--- src/design/gtm_map.svh ---
/*
  Register offsets, field positions, reset values and timing figures of the
  general timer block. Assumes byte addresses on a 32-bit AHB-Lite slave.
*/
`ifndef GTM_MAP_SVH
`define GTM_MAP_SVH

// register byte offsets
`define GTM_OFF_CFG 8'h00
`define GTM_OFF_LMODE 8'h04
`define GTM_OFF_HMODE 8'h08
`define GTM_OFF_CTL 8'h0C
`define GTM_OFF_IMR 8'h18
`define GTM_OFF_RIS 8'h1C
`define GTM_OFF_MIS 8'h20
`define GTM_OFF_ICR 8'h24
`define GTM_OFF_LILR 8'h28
`define GTM_OFF_HILR 8'h2C
`define GTM_OFF_LMATCH 8'h30
`define GTM_OFF_HMATCH 8'h34
`define GTM_OFF_LPRE 8'h38
`define GTM_OFF_HPRE 8'h3C
`define GTM_OFF_LCNT 8'h48
`define GTM_OFF_HCNT 8'h4C

// width configuration values
`define GTM_CFG_T32 3'h0
`define GTM_CFG_RTC 3'h1
`define GTM_CFG_16 3'h4

// mode field values
`define GTM_MODE_ONESHOT 2'h1
`define GTM_MODE_PERIODIC 2'h2

// control register bit positions
`define GTM_CTL_LEN 0
`define GTM_CTL_LSTALL 1
`define GTM_CTL_CLOCK_MODE_ENABLE_BIT 4
`define GTM_CTL_LOTE 5
`define GTM_CTL_HEN 8
`define GTM_CTL_HSTALL 9
`define GTM_CTL_HOTE 13

// status, mask and clear bit positions
`define GTM_IRQ_LTO 0
`define GTM_IRQ_RTC 3
`define GTM_IRQ_HTO 8
`define GTM_IRQ_MASK 16'h0109

// reset values and the first clock-mode count
`define GTM_CNT_RST 16'hFFFF
`define GTM_PRE_RST 8'h00
`define GTM_MATCH_RST 16'hFFFF
`define GTM_RTC_FIRST 32'h0000_0001

// real-time clock figures
`define GTM_RTC_PIN_HZ 32768
`define GTM_RTC_OUT_HZ 1

`endif

--- src/design/gtm_pkg.sv ---
/*
  Types of the general timer block.
  Assumes gtm_map.svh for all numeric constants.
*/
package gtm_pkg;

  // operating configuration, decoded from the width register
  typedef enum logic [3:0] {
    GTM_RUN_T32 = 4'b0001,
    GTM_RUN_RTC = 4'b0010,
    GTM_RUN_16 = 4'b0100,
    GTM_RUN_OFF = 4'b1000
  } gtm_run_t;

  // captured AHB address phase
  typedef struct packed {
    logic valid;
    logic write;
    logic [7:0] addr;
  } gtm_ahb_ap_t;

endpackage : gtm_pkg

--- src/design/gtm_timer.sv ---
/*
  General timer block: two 16-bit counters, joinable into a 32-bit one-shot or
  periodic down-counter or a 32-bit real-time clock, behind an AHB-Lite slave.
  Assumes hclk at 200 MHz, a 32.768 kHz clock on rtc_clk_pin, and the trigger of
  other timer blocks on trig_chain_in.
*/
// Register access over AHB-Lite and the register offsets were chosen for this implementation.
`timescale 1ns/1ps
`include "gtm_map.svh"

// Notes on behaviour
// two 16-bit counters, split or joined
// all block triggers ORed toward converter
// 32-bit configuration runs one timer only
// reset clears control, counters loads to FFFF
// prescale registers and counters reset zero
// config 0 timer, config 1 clock
// 32-bit load write fills both halves
// 32-bit count read returns both halves
// only low mode field chooses behaviour
// enable counts down, reload after zero
// one-shot stops and clears enable
// timeout sets raw flag until cleared
// mask enables masked timeout flag
// trigger only when trigger enable set
// load rewrite takes effect next cycle
// stall bit freezes counting
// clock mode up-counts, first load one
// software writes compare into match register
// pin clock divided to one hertz
// match rolls clock count to zero
// match sets raw, masked flags; clear both
// clock enable overrides stall bits; code overrides only the low stall bit, and only in clock mode
// pin synchronised, edges detected before dividing
module gtm_timer #(
  parameter int unsigned RTC_DIV = `GTM_RTC_PIN_HZ / `GTM_RTC_OUT_HZ
) (
  // clock and reset
  input wire logic hclk,
  input wire logic hresetn,
  // AHB-Lite slave
  input wire logic hsel,
  input wire logic [31:0] haddr,
  input wire logic [1:0] htrans,
  input wire logic hwrite,
  input wire logic [2:0] hsize,
  input wire logic [31:0] hwdata,
  input wire logic hready,
  output logic hreadyout,
  output logic [31:0] hrdata,
  output logic hresp,
  // real-time clock pin
  input wire logic rtc_clk_pin,
  // converter trigger
  input wire logic trig_chain_in,
  output logic conv_trigger
);

  ////////////////////////////////////////////////////////////////////////////
  // bus slave

  gtm_pkg::gtm_ahb_ap_t ap_reg;
  logic wr;
  logic [31:0] rd_data;

  function automatic logic hit(input logic [7:0] a, input logic [7:0] off);
    hit = (a == off);
  endfunction : hit

  always_ff @(posedge hclk or negedge hresetn) begin
    if (!hresetn) begin
      ap_reg <= '0;
    end else begin
      ap_reg.valid <= hsel & hready & htrans[1];
      ap_reg.write <= hwrite;
      ap_reg.addr <= haddr[7:0];
    end
  end

  assign wr = ap_reg.valid & ap_reg.write;
  assign hreadyout = 1'b1;
  assign hresp = 1'b0;

  ////////////////////////////////////////////////////////////////////////////
  // configuration and control

  logic [2:0] cfg_reg;
  logic [1:0] mode_reg [2];
  logic [1:0] en_reg;
  logic [1:0] stall_reg;
  logic [1:0] ote_reg;
  logic clock_mode_enable_bit_reg;
  logic rtc_seen_reg;
  logic [1:0] en_clr;
  gtm_pkg::gtm_run_t run;

  always_comb begin
    case (cfg_reg)
      `GTM_CFG_T32: run = gtm_pkg::GTM_RUN_T32;
      `GTM_CFG_RTC: run = gtm_pkg::GTM_RUN_RTC;
      `GTM_CFG_16: run = gtm_pkg::GTM_RUN_16;
      default: run = gtm_pkg::GTM_RUN_OFF;
    endcase
  end

  always_ff @(posedge hclk or negedge hresetn) begin
    if (!hresetn) begin
      cfg_reg <= `GTM_CFG_T32;
      mode_reg[0] <= 2'h0;
      mode_reg[1] <= 2'h0;
    end else if (wr) begin
      if (hit(ap_reg.addr, `GTM_OFF_CFG)) begin
        cfg_reg <= hwdata[2:0];
      end
      if (hit(ap_reg.addr, `GTM_OFF_LMODE)) begin
        mode_reg[0] <= hwdata[1:0];
      end
      if (hit(ap_reg.addr, `GTM_OFF_HMODE)) begin
        mode_reg[1] <= hwdata[1:0];
      end
    end
  end

  always_ff @(posedge hclk or negedge hresetn) begin
    if (!hresetn) begin
      en_reg <= 2'h0;
      stall_reg <= 2'h0;
      ote_reg <= 2'h0;
      clock_mode_enable_bit_reg <= 1'b0;
    end else if (wr && hit(ap_reg.addr, `GTM_OFF_CTL)) begin
      en_reg <= {hwdata[`GTM_CTL_HEN], hwdata[`GTM_CTL_LEN]};
      stall_reg <= {hwdata[`GTM_CTL_HSTALL], hwdata[`GTM_CTL_LSTALL]};
      ote_reg <= {hwdata[`GTM_CTL_HOTE], hwdata[`GTM_CTL_LOTE]};
      clock_mode_enable_bit_reg <= hwdata[`GTM_CTL_CLOCK_MODE_ENABLE_BIT];
    end else begin
      en_reg <= en_reg & ~en_clr;
    end
  end

  // first entry into clock mode loads the count with one
  always_ff @(posedge hclk or negedge hresetn) begin
    if (!hresetn) begin
      rtc_seen_reg <= 1'b0;
    end else if (wr && hit(ap_reg.addr, `GTM_OFF_CFG) && hwdata[2:0] == `GTM_CFG_RTC) begin
      rtc_seen_reg <= 1'b1;
    end
  end

  ////////////////////////////////////////////////////////////////////////////
  // real-time clock pin: three-stage sync, filter, divider

  logic [2:0] sync_reg;
  logic lvl_reg;
  logic rise;
  logic [15:0] div_reg;
  logic rtc_tick_reg;

  always_ff @(posedge hclk or negedge hresetn) begin
    if (!hresetn) begin
      sync_reg <= 3'h0;
      lvl_reg <= 1'b0;
    end else begin
      sync_reg <= {sync_reg[1:0], rtc_clk_pin};
      if (sync_reg[1] == sync_reg[2]) begin
        lvl_reg <= sync_reg[2];
      end
    end
  end

  assign rise = (sync_reg[1] == sync_reg[2]) & sync_reg[2] & ~lvl_reg;

  always_ff @(posedge hclk or negedge hresetn) begin
    if (!hresetn) begin
      div_reg <= 16'h0000;
      rtc_tick_reg <= 1'b0;
    end else begin
      rtc_tick_reg <= 1'b0;
      if (run != gtm_pkg::GTM_RUN_RTC || !en_reg[0]) begin
        div_reg <= 16'h0000;
      end else if (rise) begin
        if (div_reg == 16'(RTC_DIV - 1)) begin
          div_reg <= 16'h0000;
          rtc_tick_reg <= 1'b1;
        end else begin
          div_reg <= div_reg + 16'h0001;
        end
      end
    end
  end

  ////////////////////////////////////////////////////////////////////////////
  // counting

  logic [15:0] cnt_reg [2];
  logic [15:0] load_reg [2];
  logic [15:0] match_reg [2];
  logic [7:0] pre_reg [2];
  logic [7:0] precnt_reg [2];
  logic [15:0] cnt_next [2];
  logic [7:0] precnt_next [2];
  logic [1:0] to_evt;
  logic rtc_evt;
  logic [31:0] c32;
  logic [31:0] l32;
  logic [31:0] m32;
  logic [31:0] n32;
  logic run_t32;
  localparam logic [31:0] RTC_FIRST = `GTM_RTC_FIRST;

  assign c32 = {cnt_reg[1], cnt_reg[0]};
  assign l32 = {load_reg[1], load_reg[0]};
  assign m32 = {match_reg[1], match_reg[0]};
  assign run_t32 = en_reg[0] & ~stall_reg[0] & (mode_reg[0] == `GTM_MODE_ONESHOT
                   || mode_reg[0] == `GTM_MODE_PERIODIC);

  always_comb begin
    cnt_next = cnt_reg;
    precnt_next = precnt_reg;
    to_evt = 2'h0;
    rtc_evt = 1'b0;
    en_clr = 2'h0;
    n32 = c32;
    case (run)
      gtm_pkg::GTM_RUN_T32: begin
        if (run_t32) begin
          if (c32 == 32'h0000_0000) begin
            n32 = l32;
            to_evt[0] = 1'b1;
            en_clr[0] = (mode_reg[0] == `GTM_MODE_ONESHOT);
          end else begin
            n32 = c32 - 32'h0000_0001;
          end
        end
        cnt_next[0] = n32[15:0];
        cnt_next[1] = n32[31:16];
      end
      gtm_pkg::GTM_RUN_RTC: begin
        if (en_reg[0] && rtc_tick_reg && (clock_mode_enable_bit_reg || !stall_reg[0])) begin
          if (c32 == m32) begin
            n32 = 32'h0000_0000;
            rtc_evt = 1'b1;
          end else begin
            n32 = c32 + 32'h0000_0001;
          end
        end
        cnt_next[0] = n32[15:0];
        cnt_next[1] = n32[31:16];
      end
      gtm_pkg::GTM_RUN_16: begin
        for (int i = 0; i < 2; i++) begin
          if (en_reg[i] && !stall_reg[i] && (mode_reg[i] == `GTM_MODE_ONESHOT
              || mode_reg[i] == `GTM_MODE_PERIODIC)) begin
            if (precnt_reg[i] != 8'h00) begin
              precnt_next[i] = precnt_reg[i] - 8'h01;
            end else begin
              precnt_next[i] = pre_reg[i];
              if (cnt_reg[i] == 16'h0000) begin
                cnt_next[i] = load_reg[i];
                to_evt[i] = 1'b1;
                en_clr[i] = (mode_reg[i] == `GTM_MODE_ONESHOT);
              end else begin
                cnt_next[i] = cnt_reg[i] - 16'h0001;
              end
            end
          end
        end
      end
      default: begin
      end
    endcase
  end

  always_ff @(posedge hclk or negedge hresetn) begin
    if (!hresetn) begin
      for (int i = 0; i < 2; i++) begin
        cnt_reg[i] <= `GTM_CNT_RST;
        load_reg[i] <= `GTM_CNT_RST;
      end
    end else begin
      cnt_reg <= cnt_next;
      if (wr && hit(ap_reg.addr, `GTM_OFF_LILR)) begin
        load_reg[0] <= hwdata[15:0];
        cnt_reg[0] <= hwdata[15:0];
        if (run != gtm_pkg::GTM_RUN_16) begin
          load_reg[1] <= hwdata[31:16];
          cnt_reg[1] <= hwdata[31:16];
        end
      end
      if (wr && hit(ap_reg.addr, `GTM_OFF_HILR) && run == gtm_pkg::GTM_RUN_16) begin
        load_reg[1] <= hwdata[15:0];
        cnt_reg[1] <= hwdata[15:0];
      end
      if (wr && hit(ap_reg.addr, `GTM_OFF_CFG) && hwdata[2:0] == `GTM_CFG_RTC && !rtc_seen_reg) begin
        cnt_reg[0] <= RTC_FIRST[15:0];
        cnt_reg[1] <= RTC_FIRST[31:16];
      end
    end
  end

  always_ff @(posedge hclk or negedge hresetn) begin
    if (!hresetn) begin
      for (int i = 0; i < 2; i++) begin
        pre_reg[i] <= `GTM_PRE_RST;
        precnt_reg[i] <= `GTM_PRE_RST;
        match_reg[i] <= `GTM_MATCH_RST;
      end
    end else begin
      precnt_reg <= precnt_next;
      if (wr && hit(ap_reg.addr, `GTM_OFF_LPRE)) begin
        pre_reg[0] <= hwdata[7:0];
      end
      if (wr && hit(ap_reg.addr, `GTM_OFF_HPRE)) begin
        pre_reg[1] <= hwdata[7:0];
      end
      if (wr && hit(ap_reg.addr, `GTM_OFF_LMATCH)) begin
        match_reg[0] <= hwdata[15:0];
        if (run != gtm_pkg::GTM_RUN_16) begin
          match_reg[1] <= hwdata[31:16];
        end
      end
      if (wr && hit(ap_reg.addr, `GTM_OFF_HMATCH)) begin
        match_reg[1] <= hwdata[15:0];
      end
    end
  end

  ////////////////////////////////////////////////////////////////////////////
  // status flags and trigger

  logic [15:0] ris_reg;
  logic [15:0] imr_reg;
  logic [15:0] mis;
  logic [15:0] set_vec;
  logic [15:0] clr_vec;
  logic trig_reg;

  always_comb begin
    set_vec = 16'h0000;
    set_vec[`GTM_IRQ_LTO] = to_evt[0];
    set_vec[`GTM_IRQ_HTO] = to_evt[1];
    set_vec[`GTM_IRQ_RTC] = rtc_evt;
  end

  assign clr_vec = (wr && hit(ap_reg.addr, `GTM_OFF_ICR)) ? (hwdata[15:0] & `GTM_IRQ_MASK) : 16'h0000;
  assign mis = ris_reg & imr_reg;

  always_ff @(posedge hclk or negedge hresetn) begin
    if (!hresetn) begin
      ris_reg <= 16'h0000;
      imr_reg <= 16'h0000;
    end else begin
      ris_reg <= (ris_reg & ~clr_vec) | set_vec;
      if (wr && hit(ap_reg.addr, `GTM_OFF_IMR)) begin
        imr_reg <= hwdata[15:0] & `GTM_IRQ_MASK;
      end
    end
  end

  always_ff @(posedge hclk or negedge hresetn) begin
    if (!hresetn) begin
      trig_reg <= 1'b0;
    end else begin
      trig_reg <= |(to_evt & ote_reg);
    end
  end

  assign conv_trigger = trig_reg | trig_chain_in;

  ////////////////////////////////////////////////////////////////////////////
  // read data, captured in the address phase

  always_comb begin
    case (haddr[7:0])
      `GTM_OFF_CFG: rd_data = {29'h0, cfg_reg};
      `GTM_OFF_LMODE: rd_data = {30'h0, mode_reg[0]};
      `GTM_OFF_HMODE: rd_data = {30'h0, mode_reg[1]};
      `GTM_OFF_CTL: begin
        rd_data = 32'h0000_0000;
        rd_data[`GTM_CTL_LEN] = en_reg[0];
        rd_data[`GTM_CTL_LSTALL] = stall_reg[0];
        rd_data[`GTM_CTL_CLOCK_MODE_ENABLE_BIT] = clock_mode_enable_bit_reg;
        rd_data[`GTM_CTL_LOTE] = ote_reg[0];
        rd_data[`GTM_CTL_HEN] = en_reg[1];
        rd_data[`GTM_CTL_HSTALL] = stall_reg[1];
        rd_data[`GTM_CTL_HOTE] = ote_reg[1];
      end
      `GTM_OFF_IMR: rd_data = {16'h0, imr_reg};
      `GTM_OFF_RIS: rd_data = {16'h0, ris_reg};
      `GTM_OFF_MIS: rd_data = {16'h0, mis};
      `GTM_OFF_LILR: rd_data = (run == gtm_pkg::GTM_RUN_16) ? {16'h0, load_reg[0]} : l32;
      `GTM_OFF_HILR: rd_data = {16'h0, load_reg[1]};
      `GTM_OFF_LMATCH: rd_data = (run == gtm_pkg::GTM_RUN_16) ? {16'h0, match_reg[0]} : m32;
      `GTM_OFF_HMATCH: rd_data = {16'h0, match_reg[1]};
      `GTM_OFF_LPRE: rd_data = {24'h0, pre_reg[0]};
      `GTM_OFF_HPRE: rd_data = {24'h0, pre_reg[1]};
      `GTM_OFF_LCNT: rd_data = (run == gtm_pkg::GTM_RUN_16) ? {16'h0, cnt_reg[0]} : c32;
      `GTM_OFF_HCNT: rd_data = {16'h0, cnt_reg[1]};
      default: rd_data = 32'h0000_0000;
    endcase
  end

  always_ff @(posedge hclk or negedge hresetn) begin
    if (!hresetn) begin
      hrdata <= 32'h0000_0000;
    end else if (hsel && hready && htrans[1] && !hwrite) begin
      hrdata <= rd_data;
    end
  end
endmodule : gtm_timer

--- config.mk ---
export PLATFORM = sky130hd
export DESIGN_NAME = gtm_timer
export DESIGN_NICKNAME = d
export VERILOG_FILES = /design/src/design/gtm_pkg.sv /design/src/design/gtm_timer.sv
export VERILOG_INCLUDE_DIRS = /design/src /design/src/design
export SDC_FILE = /design/constraint.sdc
export NUM_CORES = 1
export LEC_CHECK = 0
export ABC_CLOCK_PERIOD_IN_PS = 3400
export BUFFER_PORTS_ARGS = -buffer_cell sky130_fd_sc_hd__buf_2
export CORE_MARGIN = 1.5
export CORE_UTILIZATION = 50
export DETAILED_ROUTE_END_ITERATION = 16
export GPL_TIMING_DRIVEN = 0
export HOLD_SLACK_MARGIN = 0.1
export PLACE_DENSITY = 0.69
export REMOVE_ABC_BUFFERS = 1
export SKIP_CTS_REPAIR_TIMING = 1
export SLEW_MARGIN = 25
export SYNTH_ARGS = -nofsm -noshare
export SYNTH_HDL_FRONTEND = slang
export SYNTH_SLANG_ARGS = --single-unit
--- constraint.sdc ---
create_clock -name hclk -period 3.4 [get_ports hclk]
set_input_delay 0.34 -clock hclk [delete_from_list [all_inputs] [get_ports hclk]]
set_output_delay 0.34 -clock hclk [all_outputs]
set_load 0.05 [all_outputs]
==> results.cfg <==
[status]
status = finished clean

[grt]
grt_pass1_vias = 12400
antenna_found_initial = 1
grt_max_degree = 95
grt_overflow = 0
grt_usage = 0.350
grt_pass1_wl_mm = 75.3

[place]
io_buffer_count = 80
hpwl_mm = 34.7
place_area_mm2 = 0.0142
place_ws_ns = -0.723
gp_congestion = 0.997
dp_cells = 1836

[timing]
hold_viol = 0
fin_ws_ns = 0.0910
min_period_over_period = 0.973
slew-limit-headroom = 0.272
holdWs_ns = 0.0800
rsz0062_at_grt = yes
clock_skew_ns = 0.0235
fmax_mhz = 302
post-route-min-period_ns = 3.31
slew_viol_final = 0
worst_pin_slew_ns = 1.08
setup_viol = 0

[worst_hold_path]
hp-class = in2reg
min_from = hready

[yosys]
ys_types = 89
synthCells = 1511
synth-edff-count = 0
seq_area_frac_synth = 0.402
syn_area_per_cell_um2 = 8.98
async_flop_share = 1.00
ys.flop_type = dfrtp_1
synth_seq_cells = 213
yosysWarnings = 0
synth.cell_area_mm2 = 0.0136

[die]
die_area_mm2 = 0.0281
die_h_um = 168
start_util = 0.506
die_w_um = 168
fp.coreArea_mm2 = 0.0268
row_count = 60
io_pins = 111

[clocking]
clk_latency_ns = 0.55
root_buffer = clkbuf_16
cts_made_buffers = 25
cts_tree = built
cts_max_path_buffers = 3
ctsHtreeMaxLevel = 1
path_clk_slew_ns = 0.06
clock_sinks = 213

[critical_path]
arrival_ns = 3.76
cpMostUsedCell = a211oi_1
cp_cell_sequence = inv_1 > ha_1 > nor4b_4 > nand4_4 > nor2_2 > a211oi_1 > a211oi_1 > a211oi_1 > a211oi_1
crit-reg2reg-launch = c32[16]$_DFF_PN1_
worstPathRequired_ns = 3.85
critPathKind = reg2reg
startpoint = c32[16]$_DFF_PN1_
worstSetupStartpointType = register
critPathTopFamily = simple AND/OR/NAND/NOR gates
slowest_delay_ns = 0.63
cp_num_buf_inv = 1
end_kind = register
cp_slowest_cell = nor2_2
cp_max_fo = 19

[drt]
wire_per_inst_um = 26.0
num_vias = 13200
drtPass1Iterations = 7
ant_nets = 0
via_per_inst = 6.91
drtIter0Drc = 2021
drt_wl_total_mm = 49.8
drc_errors = 0

[finish]
drive_gt1_frac = 0.231
nNetsFinal = 1643
multiInputGateArea_mm2 = 0.00768
fill_cells = 2355
final_area_mm2 = 0.0155
antennaDiodeCount = 0
syn_to_final_growth_pct = 14.0
final_cell_mix = 198 x nand2_1, 117 x dfrtp_1, 104 x nor2_1, 96 x dfstp_2, 92 x o21ai_0
stdcell_count = 1914
layout_commonest_cell = nand2_1
seqCellArea_mm2 = 0.00545

[power]
finalPower_mw = 8.37
p_leak_nw = 6.34
power_per_cell_area_mw_per_mm2 = 541
vdd_ir_drop_max_mv = 0.422

[job]
max_cap_viol_count = 0
path summary, 6_finish.rpt:
path | end | slack [ns] | cells past startpoint
worst max-delay path | c32[29]$_DFF_PN1_ | 0.09 | 9
worst min-delay path | ap_reg[9]$_DFF_PN0_ | 0.08 | 2
worst max register to register | c32[29]$_DFF_PN1_ | 0.09 | 9
worst min register to register | sync_reg[1]$_DFF_PN0_ | 0.35 | 0
max in group asynchronous | l32[1]$_DFFE_PN1P_ | 1.92 | 4
min in group asynchronous | div_reg[5]$_DFFE_PN0P_ | 0.26 | 2
cell families (layout without fill, tap and decap cells):
logic type	after synthesis	in the layout	synth area share
AOI/OAI and AO/OA	435	435	0.221
xor gates and xnor gates	75	75	0.0484
adders and majority gates	13	13	0.0120
buffers and inverters	137	199	0.0446
DFF	213	213	0.402
muxes	63	63	0.0507
other	2	2	0.000554
and+or+nand+nor	573	573	0.221
worst reg2reg max path: cells and delay by family (launching register included):
kind                     cells  cell delay, ns
flip-flops                   1            0.47
AO/OA/AOI/OAI                4            0.77
AND/OR/NAND/NOR              3            1.41
buffers and inverters        1            0.20
adder cells (fa/ha/maj)      1            0.35
cells in the mapped netlist (34+ instances only):
master	n	area [um2]
a21oi_1	92	460
nor3_1	36	180
dfrtp_1	117	2930
nor2_1	111	417
mux2_2	46	518
o21ai_0	92	460
clkbuf_1	62	233
xor2_1	53	464
a222oi_1	34	340
nand3_1	49	245
nand2_1	199	747
dfstp_2	96	2520
cell type report:
type / instances / share of cell area
clock buffer: 39 / 0.0478
clock inverter: 7 / 0.00834
inverter: 29 / 0.00704
multi-input combinational: 1161 / 0.497
sequential: 213 / 0.353
tap: 341 / 0.0276
timing repair buffer: 124 / 0.0601
stage by stage:
| step | TNS, ns | util |
|---|---|---|
| after detailed placement | -12.77 | 0.531 |
| after CTS | -13.91 | 0.564 |
| after global placement | -346.45 | 0.518 |
| after global routing | -0.0804 | 0.577 |
| after floorplan | 0 | - |
| final | 0 | 0.577 |
where the power goes:
| group | internal [mW] | switching (mW) |
|---|---|---|
| clock | 1.73 | 1.12 |
| sequential | 2.86 | 0.602 |
| combinational | 0.808 | 1.25 |
| total | 5.40 | 2.97 |
per-layer routing:
metal	vias to the layer above	wire, um	track usage
li1	5742	-	-
met1	6409	20000	0.472
met2	885	21300	0.527
met3	195	5430	0.0749
met4	0	3040	0.184
met5	-	0	0
Note: power is estimated with default switching activity, not from simulation.
